**src/rdaf_params.svh**
```systemverilog
// register offsets, field positions, reset values and constants of the rx address filter
`ifndef RDAF_PARAMS_SVH
`define RDAF_PARAMS_SVH

// byte addresses on the register bus, one aligned word each
`define RDAF_OFS_STATION0     8'h00
`define RDAF_OFS_HASH0        8'h18
`define RDAF_OFS_CONFIG       8'h38
`define RDAF_OFS_STATUS       8'h3C
`define RDAF_OFS_ACCEPTED     8'h40
`define RDAF_OFS_REJECTED     8'h44

// config register fields
`define RDAF_CFG_BCAST_BIT    0
`define RDAF_CFG_GROUP_BIT    1
`define RDAF_CFG_PROMISC_BIT  2
`define RDAF_CFG_RESET        3'h0

// status register fields
`define RDAF_STA_UNI_BIT      0
`define RDAF_STA_MUL_BIT      1
`define RDAF_STA_BRO_BIT      2
`define RDAF_STA_COMB_BIT     3
`define RDAF_STA_BUSY_BIT     4
`define RDAF_STA_HASH_LSB     8

// address field geometry
`define RDAF_ADDR_BYTES       6
`define RDAF_HASH_BYTES       8
`define RDAF_LAST_BIT         6'h2F
`define RDAF_REG_RESET        8'h00

// crc generator
`define RDAF_CRC_INIT         32'hFFFFFFFF
`define RDAF_CRC_POLY         32'h04C11DB7
`define RDAF_HASH_MSB         31
`define RDAF_HASH_LSB         26

`endif

```
**src/rdaf_pkg.sv**
```systemverilog
// types shared by the rx destination address filter
package rdaf_pkg;

    // one received bit from the mac receive path
    typedef struct packed {
        logic sof;
        logic valid;
        logic data;
    } rdaf_rx_bit_t;

    // match results of one frame
    typedef struct packed {
        logic combined_hit;
        logic broadcast;
        logic multicast;
        logic unicast;
    } rdaf_match_t;

    // receive sequencer states, one-hot
    typedef enum logic [3:0] {
        RDAF_ST_IDLE = 4'b0001,
        RDAF_ST_ADDR = 4'b0010,
        RDAF_ST_EVAL = 4'b0100,
        RDAF_ST_TAIL = 4'b1000
    } rdaf_state_t;

endpackage

```
**src/rdaf_crc32_serial.sv**
```systemverilog
// serial crc generator, one bit per enabled cycle
`timescale 1ns/10ps
`include "rdaf_params.svh"

module rdaf_crc32_serial #(
    parameter int          WIDTH = 32,
    parameter logic [31:0] POLY  = `RDAF_CRC_POLY,
    parameter logic [31:0] INIT  = `RDAF_CRC_INIT
) (
    input  wire logic             clk_i,
    input  wire logic             rst_i,
    input  wire logic             clear_i,
    input  wire logic             enable_i,
    input  wire logic             data_i,
    output logic [WIDTH-1:0]      crc_o
);

    logic [WIDTH-1:0] seed;
    logic             feedback;
    logic [WIDTH-1:0] next_crc;

    // a clear restarts from the preset value with the same bit already folded in
    assign seed     = clear_i ? INIT[WIDTH-1:0] : crc_o;
    assign feedback = seed[WIDTH-1] ^ data_i;
    assign next_crc = {seed[WIDTH-2:0], 1'b0} ^ (feedback ? POLY[WIDTH-1:0] : {WIDTH{1'b0}});

    // crc state register
    always_ff @(posedge clk_i) begin
        if (rst_i) begin
            crc_o <= INIT[WIDTH-1:0];
        end else if (enable_i) begin
            crc_o <= next_crc;
        end
    end

endmodule

```
**src/rdaf_filter.sv**
```systemverilog
// rx destination address filter with wishbone register slave
// Operation
// - first six frame bytes are the destination; any byte mismatch means no unicast hit
// - station byte k holds destination bits 8k..8k+7, lowest bit at D0, bit 0 first
// - station compare is done one whole byte at a time
// - destination runs through a 32-bit crc; top six bits latched after last bit
// - six-bit hash picks one of 64 table bits; multicast hits only when it is one
// - hash N selects table bit N, in hash byte N/8 at bit N mod 8
// - first received destination bit one marks multicast; hash applies only then
// - all 48 destination bits one raises the broadcast result
// - four one-bit results: unicast, multicast, broadcast, combined; one means matched
// - final decision uses the three match results with the three accept options
`timescale 1ns/10ps
`include "rdaf_params.svh"

module rdaf_filter
    import rdaf_pkg::*;
#(
    parameter int CNT_W = 16
) (
    input  wire logic         clk_i,
    input  wire logic         rst_i,
    // mac receive bit stream
    input  wire rdaf_rx_bit_t rx_i,
    // wishbone classic slave
    input  wire logic         wb_cyc_i,
    input  wire logic         wb_stb_i,
    input  wire logic         wb_we_i,
    input  wire logic [7:0]   wb_adr_i,
    input  wire logic [3:0]   wb_sel_i,
    input  wire logic [31:0]  wb_dat_i,
    output logic [31:0]       wb_dat_o,
    output logic              wb_ack_o,
    // frame decision
    output rdaf_match_t       match_o,
    output logic              match_valid_o
);

    // programmed registers
    logic [7:0]       station_address_byte [`RDAF_ADDR_BYTES];
    logic [7:0]       group_hash_byte      [`RDAF_HASH_BYTES];
    logic             accept_all_stations_frames;
    logic             accept_group_frames;
    logic             promiscuous_accept;
    logic [CNT_W-1:0] accepted_count;
    logic [CNT_W-1:0] rejected_count;

    // receive state
    rdaf_state_t      state;
    logic [5:0]       bit_cnt;
    logic [7:0]       byte_sr;
    logic             unicast_ok;
    logic             all_ones;
    logic             group_addr;
    logic [5:0]       hash_q;
    logic [31:0]      crc_q;

    // bus decode wires
    logic             bus_req;
    logic             wr_en;
    logic             aligned;
    logic [7:0]       sta_rel;
    logic [7:0]       hash_rel;
    logic [2:0]       sta_idx;
    logic [2:0]       hash_idx;
    logic             sta_hit;
    logic             hash_hit;
    logic             cfg_hit;
    logic             status_hit;
    logic             acc_hit;
    logic             rej_hit;
    logic [31:0]      cfg_word;
    logic [31:0]      status_word;
    logic [31:0]      rd_word;

    // receive datapath wires
    logic             busy;
    logic             take_bit;
    logic             first_bit;
    logic [5:0]       cur_idx;
    logic [2:0]       cur_byte;
    logic             byte_done;
    logic [7:0]       next_byte;
    logic             byte_equal;
    logic             next_unicast_ok;
    logic             next_all_ones;
    logic             next_group_addr;
    logic             last_bit;
    logic [5:0]       hash_now;
    logic             table_bit;
    rdaf_match_t      next_match;

    // a new request is one the slave has not yet answered; a write lands on the edge that sees ack high
    assign bus_req  = wb_cyc_i & wb_stb_i & ~wb_ack_o;
    assign wr_en    = wb_cyc_i & wb_stb_i & wb_ack_o & wb_we_i & wb_sel_i[0];
    assign aligned  = (wb_adr_i[1:0] == 2'h0);

    // register window decode; misaligned addresses fall to the unmapped answer
    assign sta_rel    = wb_adr_i - `RDAF_OFS_STATION0;
    assign hash_rel   = wb_adr_i - `RDAF_OFS_HASH0;
    assign sta_idx    = sta_rel[4:2];
    assign hash_idx   = hash_rel[4:2];
    assign sta_hit    = aligned & (wb_adr_i < `RDAF_OFS_HASH0);
    assign hash_hit   = aligned & (wb_adr_i >= `RDAF_OFS_HASH0) & (wb_adr_i < `RDAF_OFS_CONFIG);
    assign cfg_hit    = (wb_adr_i == `RDAF_OFS_CONFIG);
    assign status_hit = (wb_adr_i == `RDAF_OFS_STATUS);
    assign acc_hit    = (wb_adr_i == `RDAF_OFS_ACCEPTED);
    assign rej_hit    = (wb_adr_i == `RDAF_OFS_REJECTED);

    // config and status words, unused bits read zero
    always_comb begin
        cfg_word = 32'h0;
        cfg_word[`RDAF_CFG_BCAST_BIT]   = accept_all_stations_frames;
        cfg_word[`RDAF_CFG_GROUP_BIT]   = accept_group_frames;
        cfg_word[`RDAF_CFG_PROMISC_BIT] = promiscuous_accept;
    end

    always_comb begin
        status_word = 32'h0;
        status_word[`RDAF_STA_UNI_BIT]  = match_o.unicast;
        status_word[`RDAF_STA_MUL_BIT]  = match_o.multicast;
        status_word[`RDAF_STA_BRO_BIT]  = match_o.broadcast;
        status_word[`RDAF_STA_COMB_BIT] = match_o.combined_hit;
        status_word[`RDAF_STA_BUSY_BIT] = busy;
        status_word[`RDAF_STA_HASH_LSB +: 6] = hash_q;
    end

    // read selection; an unmapped address answers with zero
    assign rd_word = sta_hit    ? {24'h0, station_address_byte[sta_idx]} :
                     hash_hit   ? {24'h0, group_hash_byte[hash_idx]} :
                     cfg_hit    ? cfg_word :
                     status_hit ? status_word :
                     acc_hit    ? {{(32-CNT_W){1'b0}}, accepted_count} :
                     rej_hit    ? {{(32-CNT_W){1'b0}}, rejected_count} :
                     32'h0;

    // one wait state: ack the cycle after the request, drop it the cycle after
    always_ff @(posedge clk_i) begin
        if (rst_i) begin
            wb_ack_o <= 1'b0;
            wb_dat_o <= 32'h0;
        end else begin
            wb_ack_o <= bus_req;
            if (bus_req && !wb_we_i) begin
                wb_dat_o <= rd_word;
            end
        end
    end

    // station address bytes
    always_ff @(posedge clk_i) begin
        if (rst_i) begin
            for (int i = 0; i < `RDAF_ADDR_BYTES; i++) begin
                station_address_byte[i] <= `RDAF_REG_RESET;
            end
        end else if (wr_en && sta_hit) begin
            station_address_byte[sta_idx] <= wb_dat_i[7:0];
        end
    end

    // group hash table bytes; writing all ones opens every multicast group
    always_ff @(posedge clk_i) begin
        if (rst_i) begin
            for (int i = 0; i < `RDAF_HASH_BYTES; i++) begin
                group_hash_byte[i] <= `RDAF_REG_RESET;
            end
        end else if (wr_en && hash_hit) begin
            group_hash_byte[hash_idx] <= wb_dat_i[7:0];
        end
    end

    // accept options
    always_ff @(posedge clk_i) begin
        if (rst_i) begin
            {promiscuous_accept, accept_group_frames, accept_all_stations_frames} <= `RDAF_CFG_RESET;
        end else if (wr_en && cfg_hit) begin
            accept_all_stations_frames <= wb_dat_i[`RDAF_CFG_BCAST_BIT];
            accept_group_frames        <= wb_dat_i[`RDAF_CFG_GROUP_BIT];
            promiscuous_accept         <= wb_dat_i[`RDAF_CFG_PROMISC_BIT];
        end
    end

    // a start of frame restarts the walk at any time except the single evaluation cycle
    assign busy      = (state == RDAF_ST_ADDR) || (state == RDAF_ST_EVAL);
    assign first_bit = rx_i.sof;
    assign take_bit  = rx_i.valid & (first_bit ? (state != RDAF_ST_EVAL) : (state == RDAF_ST_ADDR));
    assign cur_idx   = first_bit ? 6'h00 : bit_cnt;
    assign cur_byte  = cur_idx[5:3];
    assign byte_done = (cur_idx[2:0] == 3'h7);
    assign last_bit  = take_bit & (cur_idx == `RDAF_LAST_BIT);

    // bits arrive lowest first, so each new bit enters at the top and slides down to D0
    assign next_byte  = {rx_i.data, first_bit ? 7'h00 : byte_sr[7:1]};
    assign byte_equal = (next_byte == station_address_byte[cur_byte]);

    // any byte that differs kills the unicast hit for the rest of the frame
    assign next_unicast_ok = (first_bit | unicast_ok) & (~byte_done | byte_equal);
    assign next_all_ones   = (first_bit | all_ones) & rx_i.data;
    assign next_group_addr = first_bit ? rx_i.data : group_addr;

    // crc over the destination field only; hash is read from it in the evaluation cycle
    rdaf_crc32_serial #(
        .WIDTH (32),
        .POLY  (`RDAF_CRC_POLY),
        .INIT  (`RDAF_CRC_INIT)
    ) u_crc (
        .clk_i    (clk_i),
        .rst_i    (rst_i),
        .clear_i  (first_bit),
        .enable_i (take_bit),
        .data_i   (rx_i.data),
        .crc_o    (crc_q)
    );

    // one-of-64 table pick: byte hash/8, bit hash mod 8
    assign hash_now  = crc_q[`RDAF_HASH_MSB:`RDAF_HASH_LSB];
    assign table_bit = group_hash_byte[hash_now[5:3]][hash_now[2:0]];

    // match results and the combined decision
    always_comb begin
        next_match.unicast      = unicast_ok;
        next_match.multicast    = group_addr & table_bit;
        next_match.broadcast    = all_ones;
        next_match.combined_hit = unicast_ok
                                | (next_match.multicast & accept_group_frames)
                                | (all_ones & accept_all_stations_frames)
                                | promiscuous_accept;
    end

    // receive sequencer
    always_ff @(posedge clk_i) begin
        if (rst_i) begin
            state <= RDAF_ST_IDLE;
        end else begin
            case (state)
                RDAF_ST_IDLE, RDAF_ST_ADDR, RDAF_ST_TAIL: begin
                    if (last_bit) begin
                        state <= RDAF_ST_EVAL;
                    end else if (take_bit) begin
                        state <= RDAF_ST_ADDR;
                    end
                end
                RDAF_ST_EVAL: begin
                    state <= RDAF_ST_TAIL;
                end
                default: begin
                    state <= RDAF_ST_IDLE;
                end
            endcase
        end
    end

    // destination field accumulators
    always_ff @(posedge clk_i) begin
        if (rst_i) begin
            bit_cnt    <= 6'h00;
            byte_sr    <= 8'h00;
            unicast_ok <= 1'b0;
            all_ones   <= 1'b0;
            group_addr <= 1'b0;
        end else if (take_bit) begin
            bit_cnt    <= cur_idx + 6'h01;
            byte_sr    <= next_byte;
            unicast_ok <= next_unicast_ok;
            all_ones   <= next_all_ones;
            group_addr <= next_group_addr;
        end
    end

    // results stay until the next frame is judged; valid is high for the one cycle after the judging cycle
    always_ff @(posedge clk_i) begin
        if (rst_i) begin
            match_o       <= '0;
            match_valid_o <= 1'b0;
            hash_q        <= 6'h00;
        end else begin
            match_valid_o <= (state == RDAF_ST_EVAL);
            if (state == RDAF_ST_EVAL) begin
                match_o <= next_match;
                hash_q  <= hash_now;
            end
        end
    end

    // frame counters; a count that lands on the clearing write is kept as one
    always_ff @(posedge clk_i) begin
        if (rst_i) begin
            accepted_count <= '0;
            rejected_count <= '0;
        end else begin
            if (state == RDAF_ST_EVAL && next_match.combined_hit) begin
                accepted_count <= (wr_en && acc_hit) ? CNT_W'(1) : accepted_count + CNT_W'(1);
            end else if (wr_en && acc_hit) begin
                accepted_count <= '0;
            end
            if (state == RDAF_ST_EVAL && !next_match.combined_hit) begin
                rejected_count <= (wr_en && rej_hit) ? CNT_W'(1) : rejected_count + CNT_W'(1);
            end else if (wr_en && rej_hit) begin
                rejected_count <= '0;
            end
        end
    end

endmodule

```
**config.mk**
```make
export PLATFORM = sky130hd
export DESIGN_NAME = rdaf_filter
export DESIGN_NICKNAME = d
export VERILOG_FILES = /design/src/rdaf_pkg.sv /design/src/rdaf_crc32_serial.sv /design/src/rdaf_filter.sv
export VERILOG_INCLUDE_DIRS = /design/src
export SDC_FILE = /design/constraint.sdc
export NUM_CORES = 1
export LEC_CHECK = 0
export ABC_CLOCK_PERIOD_IN_PS = 8100
export BUFFER_PORTS_ARGS = -buffer_cell sky130_fd_sc_hd__clkbuf_2
export CAP_MARGIN = 25
export CORE_MARGIN = 2
export CORE_UTILIZATION = 30
export CTS_CLUSTER_SIZE = 40
export DETAILED_ROUTE_END_ITERATION = 10
export PLACE_DENSITY = 0.42
export SYNTH_ARGS = -nofsm -noshare
export SYNTH_HDL_FRONTEND = slang
export SYNTH_SLANG_ARGS = --single-unit
```
**constraint.sdc**
```tcl
create_clock -name clk_i -period 8.1 [get_ports clk_i]
set_input_delay 0.81 -clock clk_i [delete_from_list [all_inputs] [get_ports clk_i]]
set_output_delay 0.81 -clock clk_i [all_outputs]
set_load 0.01 [all_outputs]
```
==> results.md <==
* RSZ-0062 raised after global routing: no
* Slowest stage delay, CP at 0.82 ns
* Status: completed
* Setup bufs post-CTS at 0
* Vias in the first global route at a little under 9,000
* Reg clk slew, reported paths at ~0.060 ns
* Largest fanout on the critical path at 11
* Power density cells at around 200 mW/mm²
* Share of cells above drive strength 1 at between 10% and 20%
* Sw frac at between 20% and 30%
* CP most frequent cell: nor2_1
* Via density at between 5 and 6
* Number of synthesized register bits at roughly 250
* Synth area leader: edfxtp_1
* Largest net degree at the start of global routing at 49
* Hold buffers post-CTS at 0
* Final antenna-violating net count at 0
* Worst path bufs/invs at 1
* Mapped Area at roughly 0.012 mm²
* Core ar. at 0.04092 mm²
* Most common cell in the netlist: nor2_1
* # nets final at 1,253
* Drt pass-1 iters at 5
* Internal power at around 2200 µW
* Clock skew at about 0.017 ns
* Sequential Power Share at a little under half
* Number of synthesized flops with an enable pin at roughly 130
* CTS resizes at 0
* # fillers at between 4,000 and 5,000
* Drt initial violations at 545
* Starting density of the core at between 30% and 40%
* Async SR Flop Fraction at 0%
* Crit path time final at about 3.4 ns
* Avg WL per Cell at between 20 and 25 µm
* Fin. max-slew vios at 0
* GRT Util Overall at ~17%
* H-tree Lvls at 1
* Die area at 0.04329 mm²
* Clock share of power at between 40% and 50%
* ANT cells at 0
* Critical path startpoint category: input port
* GRT overflow at 0
* Main synth FF type: edfxtp_1
* Final TNS setup at 0 ns
* Clock sinks at around 250
* Critical path class: input port to register
* Commonest cells post-synth: nor2_1 (140), nand2_1 (131), edfxtp_1 (128)
* Post-DP HPWL at roughly 25 mm
* Sequential fraction of the synthesis area at between 40 and 50%
* CP max stage cell: nor4_1
* First-pass GRT wire length at between 50 and 60 mm
* Clock Path Buffers at 3
* Final Hold Viols at 0
* Gate power share at 6.2%
* Post-route clock period utilization at between 40% and 50%
* Avg Cell Area, Syn at about 11 µm²
* CTS tree: built
* GPL Wtd Cong at 0.7648
* Maximum VDD drop at roughly 0.00019 V
* Synth warn at 0
* I/O Buffers at 46
* Flop-to-flop setup slack at 4.80 ns
* Via Count at 8,964
* DR DRC count at 0
* Max Cap Viol at 0
* P_leak at approximately 0.0055 µW
* Synth-to-Final Area Change at 13.48%
* CP Data Arrival Time at ~3.9 ns
* FP Rows at 74
* Die width at between 200 and 250 µm
* Top cells by area, synth: edfxtp_1 (31%), dfxtp_1 (19%), mux4_2 (6.7%)
* Total CTS buffers at 30
* Synth cell types at 75
* Worst Tran Pin Value at 0.9540 ns
* CP required at around 8.6 ns
* IO Count at 90
* Slew headroom at a little over a third
* Worst path top cell family by delay: simple AND/OR/NAND/NOR gates
* Fin cells at about 1,700
* HP Class: register to register
* Worst-path cell chain: clkbuf_2 -> nor4_1 -> nand2_1 -> nor2_1 -> a222oi_1 -> and3_1 -> a311oi_1 -> a21oi_1 -> nor2_1
* Achievable Freq at around 290 MHz
* Die Ht at roughly 210 µm
* CTS root buffer: clkbuf_16
* Final WL at about 37 mm
* Mapped Cells at 1,167
* Post-Place Cells at approximately 1,700
* Top-area cell type share of the netlist area at around 31%
* Initial antenna violation count at 1
* Reported net switching power at a little under 700 µW
* Clk_lat worst skew at around 0.56 ns
* Crit end category: register
* Finish-stage setup viols at 0
==> metrics by stage <==
step	total power, µW	setup WS [ns]	hold WS, ns	cell area [µm²]	utilization, %
after floorplan	1508	4.711	0.4353	12610	-
after global placement	1566	4.152	0.4460	13140	32.11
after detailed placement	1569	4.154	0.4491	13180	32.21
after CTS	2937	4.697	0.4575	14180	34.64
after global routing	3000	4.526	0.4738	14180	34.64
final	2900	4.708	0.4570	14180	34.64
==> sequential cells by signal (all words and copies together) (netlist names), 4 cells and up, named ones only <==
| signal | count |
|---|---|
| accepted_count | 16 |
| bit_cnt | 6 |
| byte_sr | 7 |
| group_hash_byte | 64 |
| hash_q | 6 |
| match_o | 4 |
| rejected_count | 16 |
| state | 4 |
| station_address_byte | 64 |
| u_crc.crc_o | 32 |
| wb_dat_o | 16 |
==> final timing paths <==
kind,start,endpoint,depth (start not counted)
setup / recovery,wb_adr_i[1],wb_dat_o[4]$_SDFFE_PP0P_,9
hold / removal,hash_q[2]$_SDFFE_PP0P_,hash_q[2]$_SDFFE_PP0P_,2
setup reg to reg,register,rejected_count[15]$_SDFFE_PP0P_,9
hold reg to reg,hash_q[2]$_SDFFE_PP0P_,hash_q[2]$_SDFFE_PP0P_,2
==> per-layer routing <==
metal	vias to the layer above	share of wire (%)	wire (µm)	track usage (%)
li1	4311	-	-	-
met1	4409	46	17090	22.40
met2	182	47	17320	27.76
met3	60	3.8	1409	2.732
met4	2	2.5	937	4.206
met5	-	0.035	13	0
==> layout by cell type (no fill, tap or decap), types with 13 or more instances in the layout <==
| master | count |
|---|---|
| and2_1 | 20 |
| a222oi_1 | 13 |
| a211o_1 | 14 |
| clkbuf_2 | 45 |
| xor2_1 | 27 |
| xnor2_1 | 22 |
| a22oi_1 | 18 |
| a21oi_1 | 40 |
| and3_1 | 72 |
| inv_1 | 18 |
| buf_4 | 22 |
| nand3_1 | 37 |
| conb_1 | 32 |
| mux4_2 | 37 |
| clkbuf_16 | 31 |
| mux2i_1 | 17 |
| mux4_1 | 16 |
| nand2_1 | 131 |
| o21ai_0 | 21 |
| dfxtp_1 | 118 |
| edfxtp_1 | 128 |
| nor2_1 | 140 |
| nor3_1 | 18 |
==> cell families (layout without fill, tap and decap cells) <==
| group | Yosys count | in the layout | share of synthesized area (%) |
|---|---|---|---|
| XOR/XNOR | 50 | 50 | 3.505 |
| AO/OA/AOI/OAI | 165 | 165 | 9.444 |
| flip-flops | 246 | 246 | 49.67 |
| other | 1 | 32 | 0.03002 |
| multiplexers | 79 | 79 | 12.21 |
| adder cells (fa/ha/maj) | 8 | 8 | 0.8012 |
| buffers and inverters | 125 | 144 | 4.827 |
| AND/OR/NAND/NOR | 493 | 493 | 19.51 |
==> power by group through the flow <==
stage	Combinational (µW)	Sequential (µW)	Clock (µW)
after global placement	181	1390	0
after CTS	184	1360	1390
final	180	1360	1360
after global routing	197	1360	1440
after detailed placement	184	1390	0
after floorplan	134	1370	0
==> tightest hold or removal path: stages, from the launching register on <==
cell and delay [ns]:
dfxtp_1 0.31, nand2_1 0.05, a21oi_1 0.05
==> final cells by class <==
class                           instances  area, µm²  share of cell area (%)
Clock buffer                           41      843.3                   5.948
Sequential cell                       246       6206                   43.77
Inverter                               19      71.32                  0.5030
Clock inverter                         15      153.9                   1.086
Multi-Input combinational cell        827       5817                   41.03
Tap cell                              532      665.6                   4.695
Timing Repair Buffer                   69      420.4                   2.965
Power figures use the tool's default switching activity.
